### config.mk
export PLATFORM = sky130hd
export DESIGN_NAME = token_node_join_diag
export DESIGN_NICKNAME = d
export VERILOG_FILES = /design/src/token_node_pkg.sv /design/src/token_node_join_diag.sv
export SDC_FILE = /design/constraint.sdc
export NUM_CORES = 1
export LEC_CHECK = 0
export BUFFER_PORTS_ARGS = -buffer_cell sky130_fd_sc_hd__buf_2
export CAP_MARGIN = 10
export CORE_MARGIN = 2
export CORE_UTILIZATION = 55
export DETAILED_ROUTE_END_ITERATION = 8
export PLACE_DENSITY_LB_ADDON = 0.12
export RECOVER_POWER = 100
export SLEW_MARGIN = 20
export SYNTH_ARGS = -nofsm -noshare
export SYNTH_HDL_FRONTEND = slang
export SYNTH_SLANG_ARGS = --single-unit
### constraint.sdc
create_clock -name clk_i -period 4.2 [get_ports clk_i]
set_input_delay 0.42 -clock clk_i [delete_from_list [all_inputs] [get_ports clk_i]]
set_output_delay 0.42 -clock clk_i [all_outputs]
set_load 0.05 [all_outputs]
### src/token_node_pkg.sv
//==========================================================================
//==========================================================================
package token_node_pkg;
   // Register offsets.
   localparam logic [3:0] OFS_CONFIG = 4'h0;
   localparam logic [3:0] OFS_STATION_ID = 4'h1;
   localparam logic [3:0] OFS_AUX_CONFIG = 4'h3;
   localparam logic [3:0] OFS_PROBE_ID = 4'h4;
   localparam logic [3:0] OFS_DIAG = 4'h5;
   localparam logic [3:0] OFS_NEXT_ID = 4'h6;
   localparam logic [3:0] OFS_COMMAND = 4'h7;
   localparam logic [3:0] OFS_BUS_STATE = 4'h8;
   // Field positions.
   localparam int JOIN_EN_BIT = 5;
   localparam int SHORT_LIMIT_BIT = 0;
   localparam int TSEL_A_BIT = 1;
   localparam int TSEL_B_BIT = 2;
   localparam int DG_SELF = 7;
   localparam int DG_DUP = 6;
   localparam int DG_RCV = 5;
   localparam int DG_TOKEN = 4;
   localparam int DG_EXCESS = 3;
   localparam int DG_PROBE = 2;
   localparam int DG_SUCC = 1;
   localparam int DG_TXAV = 0;
   // Commands.
   localparam logic [7:0] CMD_DISABLE_TX = 8'h01;
   localparam logic [7:0] CMD_CLEAR_POWER_FLAGS = 8'h02;
   localparam logic [7:0] CMD_ENABLE_TX = 8'h03;
   // Reset values.
   localparam logic [7:0] RST_BYTE = 8'h00;
   // Buffer RAM check pattern and locations.
   localparam logic [7:0] RAM_CHECK_PATTERN = 8'hd1;
   localparam logic [10:0] RAM_LOC_CHECK = 11'h000;
   localparam logic [10:0] RAM_LOC_ID = 11'h001;
   // Refusal thresholds.
   localparam logic [6:0] REFUSE_LONG_WRAP = 7'h7f;
   localparam logic [6:0] REFUSE_SHORT_WRAP = 7'h03;
   // Duplicate detection deadlines in milliseconds.
   localparam int DUP_LIMIT_MS = 6720;
   localparam int DUP_LIMIT_SLOW_MS = 13440;
   // Write sequencer states.
   typedef enum logic [2:0] {
      SEQ_IDLE = 3'b001,
      SEQ_CHECK = 3'b010,
      SEQ_ID = 3'b100
   } seq_state_t;
endpackage

### src/token_node_join_diag.sv
`timescale 1ns/1ps
module token_node_join_diag
   import token_node_pkg::*;
(
   // Clock and reset.
   input wire logic clk_i,
   input wire logic rst_n_i,
   // Register port.
   input wire logic [3:0] addr_i,
   input wire logic [7:0] wdata_i,
   input wire logic wr_i,
   input wire logic rd_i,
   output logic [7:0] rdata_o,
   // Protocol engine events.
   input wire logic token_seen_i,
   input wire logic [7:0] token_dest_i,
   input wire logic token_from_self_i,
   input wire logic token_response_i,
   input wire logic token_to_me_i,
   input wire logic recv_timer_expired_i,
   input wire logic refusal_i,
   input wire logic accept_i,
   input wire logic [7:0] successor_id_i,
   // Line pin.
   input wire logic line_receive_input_i,
   // Core control.
   output logic core_awake_o,
   output logic token_pass_en_o,
   output logic reconfig_start_o,
   output logic excess_irq_o,
   output logic bus_detected_o,
   // Buffer RAM write port.
   output logic ram_we_o,
   output logic [10:0] ram_addr_o,
   output logic [7:0] ram_data_o
);
   //=======================================================================
   // Reset release
   //=======================================================================
   logic [1:0] rst_sync_r;
   logic rst_n;
   // The reset is applied at once and released through two flops.
   always_ff @(posedge clk_i or negedge rst_n_i) begin
      if (!rst_n_i) begin
         rst_sync_r <= 2'b00;
      end else begin
         rst_sync_r <= {rst_sync_r[0], 1'b1};
      end
   end
   assign rst_n = rst_sync_r[1];

   //=======================================================================
   // Register file
   //=======================================================================
   logic [7:0] config_r, station_id_r, aux_r, probe_id_r, next_id_r;
   logic [7:0] diag_r, diag_nxt;
   logic wr_cfg, wr_sid, wr_aux, wr_probe, wr_cmd, rd_diag;
   logic transmit_join_enable;
   assign wr_cfg = wr_i && addr_i == OFS_CONFIG;
   assign wr_sid = wr_i && addr_i == OFS_STATION_ID;
   assign wr_aux = wr_i && addr_i == OFS_AUX_CONFIG;
   assign wr_probe = wr_i && addr_i == OFS_PROBE_ID;
   assign wr_cmd = wr_i && addr_i == OFS_COMMAND;
   assign rd_diag = rd_i && addr_i == OFS_DIAG;
   assign transmit_join_enable = config_r[JOIN_EN_BIT];
   // Software-written registers.
   always_ff @(posedge clk_i or negedge rst_n) begin
      if (!rst_n) begin
         config_r <= RST_BYTE;
         station_id_r <= RST_BYTE;
         aux_r <= RST_BYTE;
         probe_id_r <= RST_BYTE;
      end else begin
         if (wr_cfg) config_r <= wdata_i;
         if (wr_sid) station_id_r <= wdata_i;
         if (wr_aux) aux_r <= wdata_i;
         if (wr_probe) probe_id_r <= wdata_i;
      end
   end

   // Read data stand in the cycle after the strobe; unmapped reads zero.
   always_ff @(posedge clk_i or negedge rst_n) begin
      if (!rst_n) begin
         rdata_o <= RST_BYTE;
      end else if (rd_i) begin
         unique case (addr_i)
            OFS_CONFIG: rdata_o <= config_r;
            OFS_STATION_ID: rdata_o <= station_id_r;
            OFS_AUX_CONFIG: rdata_o <= aux_r;
            OFS_PROBE_ID: rdata_o <= probe_id_r;
            OFS_DIAG: rdata_o <= diag_r;
            OFS_NEXT_ID: rdata_o <= next_id_r;
            OFS_BUS_STATE: rdata_o <= {7'h00, bus_detected_o};
            default: rdata_o <= RST_BYTE;
         endcase
      end else begin
         rdata_o <= RST_BYTE;
      end
   end

   //=======================================================================
   // Bus interface determination
   //=======================================================================
   logic odd_write_r;
   // A write to an odd address followed by an odd read locks the bus type.
   always_ff @(posedge clk_i or negedge rst_n) begin
      if (!rst_n) begin
         odd_write_r <= 1'b0;
         bus_detected_o <= 1'b0;
      end else begin
         if (wr_i && addr_i[0]) odd_write_r <= 1'b1;
         if (rd_i && addr_i[0] && odd_write_r) bus_detected_o <= 1'b1;
      end
   end

   //=======================================================================
   // Wake-up, join and reconfiguration
   //=======================================================================
   logic join_pending;
   logic self_reconfig;
   // The core sleeps while the identifier is zero; a zero write keeps it so.
   always_ff @(posedge clk_i or negedge rst_n) begin
      if (!rst_n) begin
         core_awake_o <= 1'b0;
      end else begin
         core_awake_o <= station_id_r != RST_BYTE;
      end
   end

   assign join_pending = core_awake_o && transmit_join_enable &&
                         !token_pass_en_o;
   assign self_reconfig = join_pending || (core_awake_o &&
                          token_pass_en_o && recv_timer_expired_i);
   // Token passing only while awake and allowed to join.
   always_ff @(posedge clk_i or negedge rst_n) begin
      if (!rst_n) begin
         token_pass_en_o <= 1'b0;
         reconfig_start_o <= 1'b0;
      end else begin
         token_pass_en_o <= core_awake_o && transmit_join_enable;
         reconfig_start_o <= self_reconfig;
      end
   end

   //=======================================================================
   // Line receive synchroniser
   //=======================================================================
   logic [2:0] rx_sync_r;
   logic rx_level_r;
   // Three flops; a new level counts once the last two agree.
   always_ff @(posedge clk_i or negedge rst_n) begin
      if (!rst_n) begin
         rx_sync_r <= 3'b000;
         rx_level_r <= 1'b0;
      end else begin
         rx_sync_r <= {rx_sync_r[1:0], line_receive_input_i};
         if (rx_sync_r[1] == rx_sync_r[2]) rx_level_r <= rx_sync_r[2];
      end
   end

   //=======================================================================
   // Duplicate and probe watch
   //=======================================================================
   logic [7:0] last_dest_r;
   logic last_valid_r, probe_armed_r;
   logic dup_hit, probe_hit;
   // Remember the destination of the last foreign token for its response.
   always_ff @(posedge clk_i or negedge rst_n) begin
      if (!rst_n) begin
         last_dest_r <= RST_BYTE;
         last_valid_r <= 1'b0;
         probe_armed_r <= 1'b0;
      end else begin
         if (token_seen_i && !token_from_self_i) begin
            last_dest_r <= token_dest_i;
            last_valid_r <= 1'b1;
         end else if (token_response_i) begin
            last_valid_r <= 1'b0;
         end
         if (wr_probe) probe_armed_r <= 1'b1;
      end
   end

   // A response shows a live node owns the destination identifier.
   assign dup_hit = core_awake_o && last_valid_r && token_response_i &&
                    last_dest_r == station_id_r;
   assign probe_hit = probe_armed_r && last_valid_r && token_response_i &&
                      last_dest_r == probe_id_r &&
                      last_dest_r != next_id_r;

   //=======================================================================
   // Successor tracking
   //=======================================================================
   logic succ_changed;
   // Latch the successor identity every cycle; succ_changed compares it with the stored one.
   always_ff @(posedge clk_i or negedge rst_n) begin
      if (!rst_n) begin
         next_id_r <= RST_BYTE;
      end else begin
         next_id_r <= successor_id_i;
      end
   end
   assign succ_changed = successor_id_i != next_id_r;

   //=======================================================================
   // Refusal counter and transmitter-available
   //=======================================================================
   logic [6:0] refuse_cnt_r;
   logic [6:0] refuse_wrap;
   logic refuse_limit;
   logic tx_abandoned_r;
   assign refuse_wrap = aux_r[SHORT_LIMIT_BIT] ? REFUSE_SHORT_WRAP :
                        REFUSE_LONG_WRAP;
   assign refuse_limit = refusal_i && refuse_cnt_r == refuse_wrap;

   // The count wraps so the flag can fire again after a clear.
   always_ff @(posedge clk_i or negedge rst_n) begin
      if (!rst_n) begin
         refuse_cnt_r <= 7'h00;
      end else if (accept_i) begin
         refuse_cnt_r <= 7'h00;
      end else if (refusal_i) begin
         refuse_cnt_r <= refuse_limit ? 7'h00 :
                         refuse_cnt_r + 7'h01;
      end
   end

   // Disable command waits for the next token to free the transmitter.
   always_ff @(posedge clk_i or negedge rst_n) begin
      if (!rst_n) begin
         tx_abandoned_r <= 1'b0;
      end else if (wr_cmd && wdata_i == CMD_DISABLE_TX) begin
         tx_abandoned_r <= 1'b1;
      end else if (token_to_me_i) begin
         tx_abandoned_r <= 1'b0;
      end
   end

   //=======================================================================
   // Diagnostic status
   //=======================================================================
   // Reads clear the flags except DG_EXCESS and DG_TXAV, but an event in the same cycle wins.
   always_comb begin
      diag_nxt = diag_r;
      if (rd_diag) begin
         diag_nxt[DG_SELF] = 1'b0;
         diag_nxt[DG_DUP] = 1'b0;
         diag_nxt[DG_RCV] = 1'b0;
         diag_nxt[DG_TOKEN] = 1'b0;
         diag_nxt[DG_PROBE] = 1'b0;
         diag_nxt[DG_SUCC] = 1'b0;
      end
      if (wr_cmd && wdata_i == CMD_CLEAR_POWER_FLAGS) begin
         diag_nxt[DG_EXCESS] = 1'b0;
      end
      if (wr_cmd && wdata_i == CMD_ENABLE_TX) begin
         diag_nxt[DG_TXAV] = 1'b0;
      end
      if (self_reconfig) diag_nxt[DG_SELF] = 1'b1;
      if (dup_hit) diag_nxt[DG_DUP] = 1'b1;
      if (rx_level_r) diag_nxt[DG_RCV] = 1'b1;
      if (token_seen_i && !token_from_self_i) begin
         diag_nxt[DG_TOKEN] = 1'b1;
      end
      if (refuse_limit) diag_nxt[DG_EXCESS] = 1'b1;
      if (probe_hit) diag_nxt[DG_PROBE] = 1'b1;
      if (succ_changed) diag_nxt[DG_SUCC] = 1'b1;
      if (tx_abandoned_r && token_to_me_i) begin
         diag_nxt[DG_TXAV] = 1'b1;
      end
   end

   // Status flops and the refusal interrupt.
   always_ff @(posedge clk_i or negedge rst_n) begin
      if (!rst_n) begin
         diag_r <= RST_BYTE;
         excess_irq_o <= 1'b0;
      end else begin
         diag_r <= diag_nxt;
         excess_irq_o <= diag_nxt[DG_EXCESS];
      end
   end

   //=======================================================================
   // Buffer RAM write sequencer
   //=======================================================================
   seq_state_t seq_r;
   // Each identifier write stores the check pattern, then the identifier.
   always_ff @(posedge clk_i or negedge rst_n) begin
      if (!rst_n) begin
         seq_r <= SEQ_IDLE;
         ram_we_o <= 1'b0;
         ram_addr_o <= RAM_LOC_CHECK;
         ram_data_o <= RST_BYTE;
      end else begin
         unique case (seq_r)
            SEQ_IDLE: begin
               ram_we_o <= 1'b0;
               if (wr_sid) seq_r <= SEQ_CHECK;
            end
            SEQ_CHECK: begin
               ram_we_o <= 1'b1;
               ram_addr_o <= RAM_LOC_CHECK;
               ram_data_o <= RAM_CHECK_PATTERN;
               seq_r <= SEQ_ID;
            end
            SEQ_ID: begin
               ram_we_o <= 1'b1;
               ram_addr_o <= RAM_LOC_ID;
               ram_data_o <= station_id_r;
               seq_r <= wr_sid ? SEQ_CHECK : SEQ_IDLE;
            end
            default: seq_r <= SEQ_IDLE;
         endcase
      end
   end
endmodule

# ---- Word-level counts from Yosys, hierarchy flattened
# Cells that the tools add are included.
dict set report op_classes {
  add_sub_neg 1
  eq_ne 20
  mux 28
  reduce_logical 45
}
# cell count
set op_table {}
lappend op_table {{$pmux 8 s7} 1}
lappend op_table {{$mux 7} 4}
lappend op_table {{$logic_and 1x1->1} 26}
lappend op_table {{$reduce_bool 2->1} 13}
lappend op_table {{$pmux 11 s2} 1}
lappend op_table {{$eq 4x3->1 const B} 4}
lappend op_table {{$eq 8x2->1 const B} 2}
lappend op_table {{$eq 8x8->1} 2}
lappend op_table {{$ne 8x8->1} 2}
lappend op_table {{$pmux 8 s2} 1}
lappend op_table {{$mux 1} 14}
lappend op_table {{$pmux 3 s3} 1}
lappend op_table {{$eq 8x1->1 const B} 1}
lappend op_table {{$mux 8} 1}
lappend op_table {{$reduce_bool 8->1} 1}
lappend op_table {{$add 7x1->7 const B} 1}
lappend op_table {{$eq 7x7->1} 1}
lappend op_table {{$eq 4x1->1 const B} 1}
lappend op_table {{$eq 4x2->1 const B} 1}
lappend op_table {{$eq 4x4->1 const B} 1}
lappend op_table {{$logic_not 4->1} 1}
lappend op_table {{$mux 2} 2}
lappend op_table {{$mux 4} 1}
lappend op_table {{$eq 3x1->1 const B} 1}
lappend op_table {{9 further kinds} 10}
dict set report word_totals {
  reg_bits 108
  out_inout_bits 33
}

# ---- Logic depth before layout (Yosys ltp)
dict set report depth {
  ltp_word 6
  ltp_mapped 7
  ltp_nobuf 5
}

# ---- Least setup slack after synthesis
# Ideal clock, no wire load.
dict set report synth_path {
  kind {input port to flip-flop}
  start {in wdata_i[3]}
  end {reg diag_r[0]}
  t_arrival_ns 1.461
  path_slack_ns 2.618
  stages 4
  n_path_buf 0
  path_cell_list {or4_4 nor4_4 nand3_1 a22o_1}
}
dict set report synth_via {
  elab_chain_len 3
}
# element line_no
set synth_lines {}
lappend synth_lines {{start, declared} token_node_join_diag.sv:10} ;# input wire logic [7:0] wdata_i,
lappend synth_lines {{$eq 8x2->1} token_node_join_diag.sv:256} ;# if (wr_cmd && wdata_i == CMD_ENABLE_TX) begin
lappend synth_lines {{$logic_and 1x1->1} token_node_join_diag.sv:256}
lappend synth_lines {{$reduce_bool 2->1 (no line)} --}
lappend synth_lines {{end signal, assigned} token_node_join_diag.sv:279} ;# diag_r <= diag_nxt;
lappend synth_lines {{end, declared} token_node_join_diag.sv:56} ;# logic [7:0] diag_r, diag_nxt;
# No other way between the ends.
# A chain may end at the register's enable or synchronous reset.

==> metrics.cfg <==
[synth]
yosysTopAreaCell=dfrtp_1
synth-seq-area-share_pct=54.16
synth_xor_area_share_pct=7.153
synth-simple-area-share_pct=11.54
synthAdderAreaFrac_pct=0.4971
synth_top_family_by_area=multiplexers
synth_common_cells=dfrtp_1, mux2_2, xnor2_1
netlist_area_um2=4531
async_reset_ff_share_pct=100.0
avgSynthCellArea_um2=12.11
synthMuxAreaShare_pct=13.50
yosysMostFrequentCell=dfrtp_1
yosysTopAreaCellShare_pct=53.58
synth_edf_count=0
synth_top_flop_cell=dfrtp_1
synth-compound-area-share_pct=9.362
netlist_instances=374
ys_ff_latch=98
ys_types=56
ys_warn_count=0
synthTopCellsByArea=dfrtp_1, mux2_2, xnor2_1

[clock_network]
cts_buffer_depth=2
htree_levels=3
cts.sinks=98
cts_resized=0
root_buffer=clkbuf_8
cts_tree=yes
cts_buffers=9
clk_pin_slew_ps=90
insertion_delay_ps=360
post_cts_buffers=0
holdBufCountCts=1

[floorplanning]
dieWidth_um=94.76
io_pins=73
coreArea_um2=8093
initial_core_util_pct=55.98
dieArea_um2=8979
fp-row-count=33
die_h_um=94.76

[sta]
finalCritPeriodShare_pct=57.31
drv_slew=55
tightest_slew_ps=2161
setup_viol=0
rsz0062_at_grt=no
finalCriticalPeriod_ps=2407
fin_tns_setup_ps=0
fin_hold_ws_ps=157.8
timing.fmax_mhz=415.4
clock_skew_ps=7.429
maxSlewHeadroom_pct=-44.08
hold_viol=0

[cells_and_area]
antenna-diode-count=0
fin_util_pct=61.55
fillers=712
final_area_um2=4981
final-seq-area_um2=2454
nets=475
syn_to_final_growth_pct=9.942
multiInputGateArea_um2=1918
drive_gt1_share_pct=21.18

[route]
vias=3031
routedWlPerCell_um=17.52
wl_um=9530
drc=0
detail_route.vias_per_cell=5.572
firstDrtPassIters=4
ant_nets=0
first_iter_violations=109

[worst_setup_path]
worst-path-buf-inv=1
crit_arrival_ps=2880
path_cells=buf_4
r2r_cells=1
path_max_fanout=54
reg2reg_from=rst_sync_r[1]$_DFF_PN0_
crit_path_start=rst_sync_r[1]$_DFF_PN0_
r2r-end=next_id_r[5]$_DFF_PN0_
required_ps=4670
r2r_slack_ps=1790
crit_path_max_incr_delay_ps=1820
cp.depth=1
worstSetupEndpoint=next_id_r[5]$_DFF_PN0_
path_class=reg2async
critical-path-top-delay-family=flip-flops
endpoint_kind=asynchronous set/reset pin
cp_slowest_cell=dfrtp_1
cp-start-kind=register

[placement]
gp_congestion=0.8746
place_area_um2=4872
hpwlAfterDp_um=6818
io_buffers=62

[grt]
grt_pass1_wl_um=15440
antenna_found_initial=0
track_usage_pct=22.82
grt-ovfl-total=0
grt_pass1_vias=2987
grt_max_degree=55

[power_and_ir_drop]
p_leak_nw=2.162
combinationalPowerShare_pct=17.0
power_density_nw_per_um2=422.2
power_switching_w=0.0006366
p_int_w=0.001466
ir_drop_mv=0.2157
clkPwrFrac_pct=26.2
sw_frac_of_total_pct=30.27
seqPwrFrac_pct=56.8

[run_status]
status=complete, but fails checks
failed_checks=max-capacitance violations, max-slew violations

[min_path]
hold_class=in2reg

[run]
maxCapViolations=1

## cells in the final DEF, fill, tap and decap left out, types with 2 or more instances in the layout
cell	count
clkbuf_8	10
nor4_1	6
a221oi_1	6
nand2b_1	3
a31oi_1	5
nand2_1	17
clkinvlp_4	2
o21ai_0	13
mux2_2	43
a21oi_1	8
nand3b_1	3
dfrtp_1	97
buf_2	29
nor3_1	6
o211ai_1	2
nand3_1	11
o2111ai_1	2
xnor2_1	23
nor2b_1	10
conb_1	11
nand4_1	6
nor2_1	22
a21o_1	6
inv_1	5
o22a_1	8
clkbuf_1	36
xor2_1	14
mux2i_1	6
mux4_2	3
## how the worst min path moves through the flow
| stage | startpoint | to | slack [ps] | cells past startpoint |
|---|---|---|---|---|
| after global routing | line_receive_input_i | rx_sync_r[0]$_DFF_PN0_ | 130 | 1 |
| after floorplan | rst_n_i | rst_sync_r[0]$_DFF_PN0_ | 120 | 0 |
| after CTS | line_receive_input_i | rx_sync_r[0]$_DFF_PN0_ | 140 | 1 |
| after global placement | rst_n_i | rst_sync_r[0]$_DFF_PN0_ | 200 | 1 |
| after detailed placement | rst_n_i | rst_sync_r[0]$_DFF_PN0_ | 210 | 1 |
| final | line_receive_input_i | rx_sync_r[0]$_DFF_PN0_ | 160 | 1 |
## registers in the layout, summed over array words and instances (netlist names), 2 cells and up
signal,cells
rx_sync_r,3
rst_sync_r,2
config_r,8
last_dest_r,8
refuse_cnt_r,7
probe_id_r,8
rdata_o,8
station_id_r,8
next_id_r,8
seq_r,3
ram_data_o,8
aux_r,8
diag_r,7
## power groups by stage
stage	clock (W)	combinational (W)	sequential (W)
3_5_place_dp	0	0.000365	0.00121
4_1_cts	0.000565	0.000368	0.00119
3_3_place_gp	0	0.000353	0.00121
6_report	0.000550	0.000358	0.00120
2_1_floorplan	0	0.000262	0.00119
5_1_grt	0.000606	0.000393	0.00121
## metrics by stage
| step | total power, W | worst slack, ps | cells |
|---|---|---|---|
| 2_1_floorplan | 0.001454 | 1270 | 383 |
| 3_3_place_gp | 0.001563 | 2229 | 527 |
| 3_5_place_dp | 0.001578 | 2153 | 527 |
| 4_1_cts | 0.002127 | 2481 | 544 |
| 5_1_grt | 0.002210 | 1294 | 544 |
| 6_report | 0.002103 | 1793 | 544 |
## cell type report
class                      instances  share of cell area (%)
clock inverter                     3                  0.4773
clock buffer                      13                   2.989
timing repair buffer              64                   5.752
tap                              105                   2.638
multi-input combinational        256                   38.51
inverter                           5                  0.3768
sequential                        98                   49.26
## kinds of logic (layout without fill, tap and decap cells)
logic type      Yosys count  count (layout)
compound gates           60              60
xor+xnor                 37              37
fa+ha+maj                 2               2
buf+inv                  29              85
flops                    98              98
mux                      52              52
other cells               2              11
simple gates             94              94
## per-layer routing
metal / part of all wire [%] / track usage, % / vias to the layer above
li1: - / - / 1439
met1: 46 / 31.63 / 1508
met2: 49 / 36.47 / 75
met3: 4.0 / 5.906 / 9
met4: 1.0 / 5.072 / 0
met5: 0 / 0 / -
Power figures use the tool's default switching activity.
